<file path="config.mk">
export PLATFORM = sky130hd
export DESIGN_NAME = usbeps_top
export DESIGN_NICKNAME = d
export VERILOG_FILES = /design/src/pkg/usbeps_pkg.sv /design/src/logic/usbeps_match.sv /design/src/logic/usbeps_top.sv
export SDC_FILE = /design/constraint.sdc
export NUM_CORES = 1
export LEC_CHECK = 0
export BUFFER_PORTS_ARGS = -buffer_cell sky130_fd_sc_hd__clkbuf_2
export CAP_MARGIN = 15
export CORE_ASPECT_RATIO = 1.5
export CORE_MARGIN = 3
export CORE_UTILIZATION = 49
export CTS_BUF_LIST = sky130_fd_sc_hd__clkbuf_8 sky130_fd_sc_hd__clkbuf_16
export CTS_CLUSTER_DIAMETER = 60
export DETAILED_ROUTE_END_ITERATION = 8
export PLACE_DENSITY = 0.69
export RECOVER_POWER = 25
export SLEW_MARGIN = 10
export SYNTH_ARGS = -nofsm -noshare
export SYNTH_HDL_FRONTEND = slang
export SYNTH_SLANG_ARGS = --single-unit
</file>
<file path="constraint.sdc">
create_clock -name sys_clk -period 5.3 [get_ports sys_clk]
set_clock_uncertainty 0.2 [all_clocks]
set_input_delay 0.53 -clock sys_clk [delete_from_list [all_inputs] [get_ports sys_clk]]
set_output_delay 0.53 -clock sys_clk [all_outputs]
set_load 0.02 [all_outputs]
</file>
<file path="src/pkg/usbeps_pkg.sv">
/*
 * constants and types for the endpoint setup block: register offsets,
 * field positions, reset values and the verdict encoding.
 * assumes a 32-bit axi4-lite register bus with byte addresses.
 */
package usbeps_pkg;
   localparam int GEN_EPS = 5;  // general endpoints first..fifth
   localparam int AREAS   = 6;  // fifo areas 0-5
   localparam int AREA_AW = 12; // fifo area address width
   localparam int ALARMS  = 8;  // alarm enable / iso byte registers

   // register byte offsets
   localparam logic [7:0] OFS_EP0   = 8'h00;
   localparam logic [7:0] OFS_GEN   = 8'h04; // + 4 * endpoint
   localparam logic [7:0] OFS_AREA  = 8'h20; // + 4 * area
   localparam logic [7:0] OFS_JOIN  = 8'h40; // + 4 * area
   localparam logic [7:0] OFS_CLR   = 8'h60;
   localparam logic [7:0] OFS_ALARM = 8'h64; // + 4 * alarm register
   localparam logic [7:0] OFS_STAT  = 8'h84;

   // alarm register indices
   localparam int AL_IN_L      = 0;
   localparam int AL_IN_H      = 1;
   localparam int AL_OUT_L     = 2;
   localparam int AL_OUT_H     = 3;
   localparam int AL_IN_ISO_L  = 4;
   localparam int AL_IN_ISO_H  = 5;
   localparam int AL_OUT_ISO_L = 6;
   localparam int AL_OUT_ISO_H = 7;

   // field positions
   localparam int EP0_DIR_BIT  = 0;
   localparam int EP0_SIZE_LSB = 8;
   localparam int GEN_NUM_LSB  = 0;
   localparam int GEN_DIR_BIT  = 4;
   localparam int GEN_TOG_BIT  = 5;
   localparam int GEN_ISO_BIT  = 6;
   localparam int GEN_SIZE_LSB = 16;
   localparam int AREA_END_LSB = 16;
   localparam int STAT_OUT_LSB = 16;

   // writable masks and reset values
   localparam logic [31:0] EP0_MASK = 32'h0000ff01;
   localparam logic [31:0] GEN_MASK = 32'h07ff007f;
   localparam logic [31:0] AREA_MASK = 32'h0fff0fff;
   localparam logic [31:0] EP0_RST  = 32'h00000800;
   localparam logic [31:0] GEN_RST  = 32'h00080000;
   localparam logic [1:0]  RESP_OKAY   = 2'b00;
   localparam logic [1:0]  RESP_SLVERR = 2'b10;

   typedef enum logic [1:0] {
      USBEPS_IGNORE   = 2'b00,
      USBEPS_DISPATCH = 2'b01,
      USBEPS_NAK      = 2'b10
   } usbeps_kind_t;
endpackage

</file>
<file path="src/logic/usbeps_match.sv">
/*
 * endpoint lookup: finds which fifo area each endpoint is joined to and
 * which general endpoint owns an incoming token. purely combinational.
 * assumes join and config words come straight from the register file.
 */
`timescale 1ns/1ns
module usbeps_match
   import usbeps_pkg::*;
(
   input  wire logic [3:0]        tok_ep,
   input  wire logic              tok_in,
   input  wire logic [19:0]       gen_num_flat,
   input  wire logic [4:0]        gen_dir,
   input  wire logic [35:0]       join_flat,
   output logic                   ep0_joined,
   output logic [2:0]             ep0_area,
   output logic                   gen_hit,
   output logic [2:0]             gen_idx,
   output logic [2:0]             gen_area,
   output logic                   gen_unjoined
);
   logic [5:0]  joined;
   logic [17:0] area_of;
   logic [4:0]  cfg_hit;
   logic [4:0]  join_hit;

   // per endpoint column: joined flag and lowest joined area
   for (genvar e = 0; e < 6; e++) begin : g_col
      always_comb begin
         joined[e] = 1'b0;
         area_of[e*3 +: 3] = 3'h0;
         for (int a = AREAS - 1; a >= 0; a--) begin
            if (join_flat[a*6 + e]) begin
               joined[e] = 1'b1;
               area_of[e*3 +: 3] = 3'(a);
            end
         end
      end
   end

   // per general endpoint: number and direction compare
   for (genvar k = 0; k < GEN_EPS; k++) begin : g_gen
      assign cfg_hit[k]  = (gen_num_flat[k*4 +: 4] == tok_ep) &&
                           (gen_dir[k] == tok_in) && (tok_ep != 4'h0);
      assign join_hit[k] = cfg_hit[k] && joined[k+1];
   end

   // joined match wins over an unjoined one with the same number
   always_comb begin
      gen_idx  = 3'h0;
      gen_area = 3'h0;
      for (int k = GEN_EPS - 1; k >= 0; k--) begin
         if (join_hit[k]) begin
            gen_idx  = 3'(k);
            gen_area = area_of[(k+1)*3 +: 3];
         end
      end
   end

   assign ep0_joined   = joined[0];
   assign ep0_area     = area_of[2:0];
   assign gen_hit      = |join_hit;
   assign gen_unjoined = (|cfg_hit) && !gen_hit;
endmodule

</file>
<file path="src/logic/usbeps_top.sv">
/*
 * endpoint setup and fifo area linking with an axi4-lite register file.
 * assumes the token decoder runs on sys_clk and pulses tok_valid once per
 * token; the fifo engine consumes the verdict and the area pulses.
 */
// Overview of operation
// - control endpoint zero plus five general endpoints
// - alarm on up to fifteen in/out numbers
// - enabled alarm, no general match: nak, notify
// - endpoint zero direction from one shared register
// - endpoint zero moves no data until joined
// - general endpoints own number and direction
// - unjoined general endpoint executes no transaction
// - alarm endpoints need no fifo area
// - alarm enables per number, low and high groups
`timescale 1ns/1ns
module usbeps_top
   import usbeps_pkg::*;
(
   input  wire logic              sys_clk,
   input  wire logic              srst,
   input  wire logic [7:0]        s_axi_awaddr,
   input  wire logic              s_axi_awvalid,
   output logic                   s_axi_awready,
   input  wire logic [31:0]       s_axi_wdata,
   input  wire logic [3:0]        s_axi_wstrb,
   input  wire logic              s_axi_wvalid,
   output logic                   s_axi_wready,
   output logic [1:0]             s_axi_bresp,
   output logic                   s_axi_bvalid,
   input  wire logic              s_axi_bready,
   input  wire logic [7:0]        s_axi_araddr,
   input  wire logic              s_axi_arvalid,
   output logic                   s_axi_arready,
   output logic [31:0]            s_axi_rdata,
   output logic [1:0]             s_axi_rresp,
   output logic                   s_axi_rvalid,
   input  wire logic              s_axi_rready,
   input  wire logic              tok_valid,
   input  wire logic [3:0]        tok_ep,
   input  wire logic              tok_in,
   output logic                   res_valid,
   output usbeps_kind_t           res_kind,
   output logic [2:0]             res_ep,
   output logic [2:0]             res_area,
   output logic                   res_dir,
   output logic                   res_iso,
   output logic                   res_toggle_mode,
   output logic [10:0]            res_max_size,
   output logic                   res_alarm,
   output logic [5:0]             fifo_area_clear,
   output logic [AREAS*24-1:0]    area_bounds_flat
);
   logic [31:0] ep0_reg, ep0_next;
   logic [31:0] gen_reg   [GEN_EPS], gen_next   [GEN_EPS];
   logic [31:0] area_reg  [AREAS],   area_next  [AREAS];
   logic [5:0]  join_reg  [AREAS],   join_next  [AREAS];
   logic [7:0]  alarm_reg [ALARMS],  alarm_next [ALARMS];
   logic [31:0] stat_reg, stat_next;
   logic [5:0]  clr_reg, clr_next;
   logic [7:0]  awaddr_reg, awaddr_next;
   logic [31:0] wdata_reg, wdata_next;
   logic [3:0]  wstrb_reg, wstrb_next;
   logic        aw_hold_reg, aw_hold_next, w_hold_reg, w_hold_next;
   logic        bvalid_reg, bvalid_next, rvalid_reg, rvalid_next;
   logic [1:0]  bresp_reg, bresp_next, rresp_reg, rresp_next;
   logic [31:0] rdata_reg, rdata_next;
   logic        rv_reg, rv_next, ra_reg, ra_next;
   usbeps_kind_t rk_reg, rk_next;
   logic [2:0]  re_reg, re_next, rar_reg, rar_next;
   logic        rd_reg, rd_next, ri_reg, ri_next, rt_reg, rt_next;
   logic [10:0] rs_reg, rs_next;
   logic [19:0] gen_num_flat;
   logic [4:0]  gen_dir;
   logic [35:0] join_flat;
   logic [15:0] en_in, en_out, iso_in, iso_out;
   logic        ep0_joined, gen_hit, gen_unjoined, alarm_hit;
   logic [2:0]  ep0_area, gen_idx, gen_area;
   logic [31:0] bmask, wval, gcfg;
   logic        do_write;

   // flatten configuration for the lookup and the fifo engine
   for (genvar i = 0; i < AREAS; i++) begin : g_area
      assign join_flat[i*6 +: 6] = join_reg[i];
      assign area_bounds_flat[i*24 +: 24] =
         {area_reg[i][AREA_END_LSB +: AREA_AW], area_reg[i][AREA_AW-1:0]};
   end
   for (genvar k = 0; k < GEN_EPS; k++) begin : g_cfg
      assign gen_num_flat[k*4 +: 4] = gen_reg[k][GEN_NUM_LSB +: 4];
      assign gen_dir[k] = gen_reg[k][GEN_DIR_BIT];
   end

   // alarm vectors indexed by endpoint number, number zero never alarms
   assign en_in   = {alarm_reg[AL_IN_H], alarm_reg[AL_IN_L][7:1], 1'b0};
   assign en_out  = {alarm_reg[AL_OUT_H], alarm_reg[AL_OUT_L][7:1], 1'b0};
   assign iso_in  = {alarm_reg[AL_IN_ISO_H], alarm_reg[AL_IN_ISO_L][7:1],
                     1'b0};
   assign iso_out = {alarm_reg[AL_OUT_ISO_H], alarm_reg[AL_OUT_ISO_L][7:1],
                     1'b0};
   assign alarm_hit = tok_in ? en_in[tok_ep] : en_out[tok_ep];

   usbeps_match u_match (
      .tok_ep       (tok_ep),
      .tok_in       (tok_in),
      .gen_num_flat (gen_num_flat),
      .gen_dir      (gen_dir),
      .join_flat    (join_flat),
      .ep0_joined   (ep0_joined),
      .ep0_area     (ep0_area),
      .gen_hit      (gen_hit),
      .gen_idx      (gen_idx),
      .gen_area     (gen_area),
      .gen_unjoined (gen_unjoined)
   );

   // byte lanes merged before the writable mask
   assign bmask = {{8{wstrb_reg[3]}}, {8{wstrb_reg[2]}},
                   {8{wstrb_reg[1]}}, {8{wstrb_reg[0]}}};
   assign wval  = wdata_reg & bmask;
   assign do_write = aw_hold_reg && w_hold_reg && !bvalid_reg;
   assign gcfg = gen_reg[gen_idx];

   // register file, bus slave and token verdict
   always_comb begin
      ep0_next = ep0_reg;
      gen_next = gen_reg;
      area_next = area_reg;
      join_next = join_reg;
      alarm_next = alarm_reg;
      stat_next = stat_reg;
      clr_next = 6'h00;
      awaddr_next = awaddr_reg;
      wdata_next = wdata_reg;
      wstrb_next = wstrb_reg;
      aw_hold_next = aw_hold_reg;
      w_hold_next = w_hold_reg;
      bvalid_next = bvalid_reg;
      bresp_next = bresp_reg;
      rvalid_next = rvalid_reg;
      rresp_next = rresp_reg;
      rdata_next = rdata_reg;
      // address and data taken in either order
      if (s_axi_awvalid && s_axi_awready) begin
         awaddr_next = s_axi_awaddr;
         aw_hold_next = 1'b1;
      end
      if (s_axi_wvalid && s_axi_wready) begin
         wdata_next = s_axi_wdata;
         wstrb_next = s_axi_wstrb;
         w_hold_next = 1'b1;
      end
      if (s_axi_bvalid && s_axi_bready) begin
         bvalid_next = 1'b0;
      end
      if (do_write) begin
         aw_hold_next = 1'b0;
         w_hold_next = 1'b0;
         bvalid_next = 1'b1;
         bresp_next = RESP_OKAY;
         if (awaddr_reg[7:2] == OFS_EP0[7:2]) begin
            ep0_next = ((ep0_reg & ~bmask) | wval) & EP0_MASK;
         end else if (awaddr_reg >= OFS_GEN &&
                      awaddr_reg < OFS_GEN + 8'h14) begin
            gen_next[awaddr_reg[4:2] - 3'h1] = ((gen_reg[awaddr_reg[4:2] -
               3'h1] & ~bmask) | wval) & GEN_MASK;
         end else if (awaddr_reg >= OFS_AREA &&
                      awaddr_reg < OFS_AREA + 8'h18) begin
            area_next[3'(awaddr_reg[7:2] - OFS_AREA[7:2])] =
               ((area_reg[3'(awaddr_reg[7:2] - OFS_AREA[7:2])] & ~bmask) |
               wval) & AREA_MASK;
         end else if (awaddr_reg >= OFS_JOIN &&
                      awaddr_reg < OFS_JOIN + 8'h18) begin
            if (wstrb_reg[0]) begin
               join_next[3'(awaddr_reg[7:2] - OFS_JOIN[7:2])] =
                  wdata_reg[5:0];
            end
         end else if (awaddr_reg[7:2] == OFS_CLR[7:2]) begin
            clr_next = wval[5:0];
         end else if (awaddr_reg >= OFS_ALARM && awaddr_reg < OFS_STAT) begin
            if (wstrb_reg[0]) begin
               alarm_next[3'(awaddr_reg[7:2] - OFS_ALARM[7:2])] =
                  wdata_reg[7:0];
            end
         end else if (awaddr_reg[7:2] == OFS_STAT[7:2]) begin
            stat_next = stat_reg & ~wval; // write one to clear
         end else begin
            bresp_next = RESP_SLVERR;
         end
      end
      // read answer one cycle after the address is taken
      if (s_axi_rvalid && s_axi_rready) begin
         rvalid_next = 1'b0;
      end
      if (s_axi_arvalid && s_axi_arready) begin
         rvalid_next = 1'b1;
         rresp_next = RESP_OKAY;
         rdata_next = 32'h00000000;
         if (s_axi_araddr[7:2] == OFS_EP0[7:2]) begin
            rdata_next = ep0_reg;
         end else if (s_axi_araddr >= OFS_GEN &&
                      s_axi_araddr < OFS_GEN + 8'h14) begin
            rdata_next = gen_reg[s_axi_araddr[4:2] - 3'h1];
         end else if (s_axi_araddr >= OFS_AREA &&
                      s_axi_araddr < OFS_AREA + 8'h18) begin
            rdata_next = area_reg[3'(s_axi_araddr[7:2] - OFS_AREA[7:2])];
         end else if (s_axi_araddr >= OFS_JOIN &&
                      s_axi_araddr < OFS_JOIN + 8'h18) begin
            rdata_next[5:0] = join_reg[3'(s_axi_araddr[7:2] -
                                         OFS_JOIN[7:2])];
         end else if (s_axi_araddr[7:2] == OFS_CLR[7:2]) begin
            rdata_next = 32'h00000000; // clear strobes read as zero
         end else if (s_axi_araddr >= OFS_ALARM &&
                      s_axi_araddr < OFS_STAT) begin
            rdata_next[7:0] = alarm_reg[3'(s_axi_araddr[7:2] -
                                          OFS_ALARM[7:2])];
            // low groups sit at the odd word offsets
            if (s_axi_araddr[2]) begin
               rdata_next[0] = 1'b0; // low groups start at number one
            end
         end else if (s_axi_araddr[7:2] == OFS_STAT[7:2]) begin
            rdata_next = stat_reg;
         end else begin
            rresp_next = RESP_SLVERR;
         end
      end
      // token verdict; the alarm set below overrides a same-cycle clear
      rv_next = tok_valid;
      rk_next = USBEPS_IGNORE;
      re_next = 3'h0;
      rar_next = 3'h0;
      rd_next = tok_valid && tok_in;
      ri_next = 1'b0;
      rt_next = 1'b0;
      rs_next = 11'h000;
      ra_next = 1'b0;
      if (tok_valid) begin
         if (tok_ep == 4'h0) begin
            rd_next = ep0_reg[EP0_DIR_BIT];
            rs_next = {3'h0, ep0_reg[EP0_SIZE_LSB +: 8]};
            rar_next = ep0_area;
            rk_next = ep0_joined ? USBEPS_DISPATCH : USBEPS_NAK;
         end else if (gen_hit) begin
            rk_next = USBEPS_DISPATCH;
            re_next = gen_idx + 3'h1;
            rar_next = gen_area;
            ri_next = gcfg[GEN_ISO_BIT];
            rt_next = gcfg[GEN_TOG_BIT];
            rs_next = gcfg[GEN_SIZE_LSB +: 11];
         end else if (gen_unjoined) begin
            rk_next = USBEPS_NAK;
         end else if (alarm_hit) begin
            rk_next = USBEPS_NAK;
            ra_next = 1'b1;
            ri_next = tok_in ? iso_in[tok_ep] : iso_out[tok_ep];
            stat_next[(tok_in ? 0 : STAT_OUT_LSB) + int'(tok_ep)] = 1'b1;
         end
      end
   end

   always_ff @(posedge sys_clk) begin
      if (srst) begin
         ep0_reg <= EP0_RST;
         for (int k = 0; k < GEN_EPS; k++) gen_reg[k] <= GEN_RST;
         for (int a = 0; a < AREAS; a++) begin
            area_reg[a] <= 32'h00000000;
            join_reg[a] <= 6'h00;
         end
         for (int j = 0; j < ALARMS; j++) alarm_reg[j] <= 8'h00;
         stat_reg <= 32'h00000000;
         clr_reg <= 6'h00;
         awaddr_reg <= 8'h00;
         wdata_reg <= 32'h00000000;
         wstrb_reg <= 4'h0;
         aw_hold_reg <= 1'b0;
         w_hold_reg <= 1'b0;
         bvalid_reg <= 1'b0;
         bresp_reg <= RESP_OKAY;
         rvalid_reg <= 1'b0;
         rresp_reg <= RESP_OKAY;
         rdata_reg <= 32'h00000000;
         rv_reg <= 1'b0;
         rk_reg <= USBEPS_IGNORE;
         re_reg <= 3'h0;
         rar_reg <= 3'h0;
         rd_reg <= 1'b0;
         ri_reg <= 1'b0;
         rt_reg <= 1'b0;
         rs_reg <= 11'h000;
         ra_reg <= 1'b0;
      end else begin
         ep0_reg <= ep0_next;
         gen_reg <= gen_next;
         area_reg <= area_next;
         join_reg <= join_next;
         alarm_reg <= alarm_next;
         stat_reg <= stat_next;
         clr_reg <= clr_next;
         awaddr_reg <= awaddr_next;
         wdata_reg <= wdata_next;
         wstrb_reg <= wstrb_next;
         aw_hold_reg <= aw_hold_next;
         w_hold_reg <= w_hold_next;
         bvalid_reg <= bvalid_next;
         bresp_reg <= bresp_next;
         rvalid_reg <= rvalid_next;
         rresp_reg <= rresp_next;
         rdata_reg <= rdata_next;
         rv_reg <= rv_next;
         rk_reg <= rk_next;
         re_reg <= re_next;
         rar_reg <= rar_next;
         rd_reg <= rd_next;
         ri_reg <= ri_next;
         rt_reg <= rt_next;
         rs_reg <= rs_next;
         ra_reg <= ra_next;
      end
   end

   // one write and one read in flight; ready drops while holding
   assign s_axi_awready = !aw_hold_reg;
   assign s_axi_wready = !w_hold_reg;
   assign s_axi_bvalid = bvalid_reg;
   assign s_axi_bresp = bresp_reg;
   assign s_axi_arready = !rvalid_reg;
   assign s_axi_rvalid = rvalid_reg;
   assign s_axi_rresp = rresp_reg;
   assign s_axi_rdata = rdata_reg;
   assign res_valid = rv_reg;
   assign res_kind = rk_reg;
   assign res_ep = re_reg;
   assign res_area = rar_reg;
   assign res_dir = rd_reg;
   assign res_iso = ri_reg;
   assign res_toggle_mode = rt_reg;
   assign res_max_size = rs_reg;
   assign res_alarm = ra_reg;
   assign fifo_area_clear = clr_reg;
endmodule

</file>
==> flow_metrics.tcl <==
set metrics [dict create \
    ys_seq_area_share_pct 39.9 \
    setup_viol 0 \
    slew-limit-headroom_pct -34.0 \
    path_buf_inv 2 \
    status "finished, violations left" \
    gp_congestion 1.01 \
    fmax_mhz 274 \
    ir_drop_uv 274 \
    rsz0062_at_grt "no" \
    crit_slowest_cell "buf_4" \
    die_w_um 188 \
    dieArea_um2 52200 \
    cts_tree "yes" \
    synthCells 2923 \
    largest_reg_flops 144 \
    synth_xor_area_share_pct 0.977 \
    cts_max_level 2 \
    r2r_cells 9 \
    vias_per_cell 6.39 \
    start_util_pct 49.6 \
    final_util_pct 57.2 \
    hold_end "wdata_reg[25]" \
    crit_arrival_ns 3.87 \
    root_buffer "clkbuf_16" \
    ioPinCount 280 \
    core_um2 48800 \
    synth_warnings 0 \
    ys.flop_type "dfxtp_1" \
    postCtsSetupBuffers 0 \
    fp.dieH_um 278 \
    avgSynthCellArea_um2 8.28 \
    worstSetupEndpointType "flip-flop" \
    rr_startpoint "awaddr_reg[2]" \
    critPathMaxStageDelay_ns 0.70 \
    drt_iter0_drc 2965 \
    synth-compound-area-share_pct 18.2 \
    crit_path_start_kind "flip-flop" \
    power_density_nw_per_um2 289 \
    synth_seq_cells 483 \
    fin_ws_ns 1.65 \
    clockBufferDepth 3 \
    p_leak_uw 0.00992 \
    hp-class "primary input to flip-flop" \
    syn_area_um2 24200 \
    row_count 99 \
    synth_edf_count 0 \
    wl_per_cell_um 26.1 \
    final_cell_mix "667 x nand2_1, 479 x dfxtp_1, 389 x a21oi_1, 244 x nor2_1, 180 x mux2i_1" \
    rrSetupSlack_ns 1.65 \
    cp.required_ns 5.52 \
    layout.cells.non_filler 3826 \
    slew_violations 139 \
    nets 3200 \
    violations "DRC, capacitance limit, slew limit" \
    hold_viol 0 \
    synth_top_family_by_area "simple AND/OR/NAND/NOR gates" \
    placed_cells 3703 \
    grt_pass1_wl_mm 146 \
    synth.area.top_cells "dfxtp_1 40%, nand2_1 10%, a21oi_1 8.0%" \
    fin_crit_sh_pct 68.9 \
    hpwl_mm 70.2 \
    grt_max_degree 102 \
    cts_inserted_buffers 47 \
    grt_usage_pct 36.3 \
    antenna_found_initial 3 \
    ant_nets 0 \
    worst_pin_slew_ns 2.01 \
    synthSimpleGateAreaFrac_pct 20.4 \
    area_growth_pct 15.4 \
    grt.overflow.total 0 \
    synth_top_area_cell "dfxtp_1" \
    wl_mm 99.8 \
    synthAdderAreaFrac_pct 0.310 \
    cts_sinks 483 \
    regToRegEndpoint "area_bounds_flat[77]" \
    layout_commonest_cell "nand2_1" \
    clk_latency_ns 0.59 \
    ys_types 82 \
    crit_path_cell_trace "buf_4 -> buf_4 -> nor2b_1 -> a22oi_1 -> nor2_1 -> a2111oi_0 -> nor2_1 -> nand2_1 -> a21oi_1" \
    worst-setup-path-type "flip-flop to flip-flop" \
    max_cap_violations 2 \
    async_flop_share_pct 0 \
    cp_top_family "buffers and inverters" \
    drc 1 \
    clk_pin_slew_ns 0.07 \
    post-place-ws_ns 1.29 \
    cp_max_fo 47 \
    portBuffers 277 \
    firstDrtPassIters 9 \
    synthMuxAreaShare_pct 15.6 \
    synth.top_cell.area_share_pct 39.9 \
    period_needed_ns 3.65 \
    worstHoldStart "s_axi_wdata[25]" \
    fin_tns_setup_ns 0 \
    holdPathStages 3 \
    grt_pass1_vias 23400 \
    drive_gt1_share_pct 13.7 \
    dr_total_vias 24400 \
]
==> through the flow <==
stage | cell area, um^2 | total power, uW | hold slack (ns)
floorplan | 24200 | 4210 | 0.226
global placement | 26100 | 4480 | 0.239
detailed placement | 26100 | 4480 | 0.242
CTS | 28100 | 8070 | 0.0000951
global route | 27900 | 8250 | 0.00304
finish | 27900 | 8080 | 0.00453
==> cell usage after synthesis, drive strengths merged (4+ instances only) <==
cell type	n
a21oi	389
mux2i	180
o221ai	9
o2bb2ai	29
o22ai	24
nand2	668
clkbuf	173
nor4b	4
nor2b	32
o41ai	5
ha	6
o21ai	85
a211o	8
inv	28
nor3	31
or3	9
o31ai	5
a32oi	7
a221oi	35
nand3b	39
a222oi	9
a22oi	22
a211oi	37
xor2	21
dfxtp	483
mux4	68
a31oi	5
nand2b	11
nand4	5
a221o	9
a22o	6
nor4	19
nor2	249
mux2	39
xnor2	6
o21a	8
nand3	38
buf	56
and3	4
a2111oi	5
and2	17
==> cell type report <==
cell class                 count  area [um^2]
fill                        4500        20900
sequential                   483         9680
clock inverter                30          338
inverter                      29          109
antenna                        3         7.51
multi-input combinational   2182        13500
timing repair buffer         386         2130
tap                          656          821
clock buffer                  57         1330
==> metal layers <==
layer  part of all wire (%)  wire (um)  track usage, %  vias up
li1                       -          -               -    10700
met1                     34      34100            40.9    11500
met2                     47      46600            60.7     1715
met3                     10      10400            7.90      459
met4                    8.7       8730            26.8        0
met5                      0          0               0        -
==> kinds of logic (layout without fill, tap and decap cells) <==
kind of cell | Yosys count | after routing
other | 1 | 5
AOI/OAI and AO/OA | 719 | 719
muxes | 287 | 287
DFF | 483 | 483
and+or+nand+nor | 1141 | 1141
buffers and inverters | 259 | 502
xor gates and xnor gates | 27 | 27
adders and majority gates | 6 | 6
==> power breakdown <==
group | switching, uW | internal, uW | total (uW) | leakage, uW
registers | 50.8 | 3660 | 3710 | 0.00390
clock network | 1550 | 2080 | 3630 | 0.000828
logic | 521 | 212 | 733 | 0.00519
==> worst max-delay path by stage <==
stage	slack, ns	cells past startpoint	end	start
after global routing	1.52	9	area_bounds_flat[101]	awaddr_reg[2]
after CTS	1.75	9	area_bounds_flat[77]	awaddr_reg[2]
after floorplan	1.26	14	s_axi_rdata[26]	s_axi_araddr[2]
after detailed placement	1.29	9	res_max_size[2]	tok_ep[1]
final	1.65	9	area_bounds_flat[77]	awaddr_reg[2]
after global placement	1.46	9	res_max_size[4]	tok_ep[1]
==> worst min-delay path, cell delays in order <==
cell and delay [ns]:
clkbuf_2 0.08, nand2_1 0.07, a21oi_1 0.06
==> what timing repair did <==
item	in CTS	in global routing
endpoints found under the hold margin	32	0
resized for setup	0	0
hold buffers	32	0
Note: power is estimated with default switching activity, not from simulation.
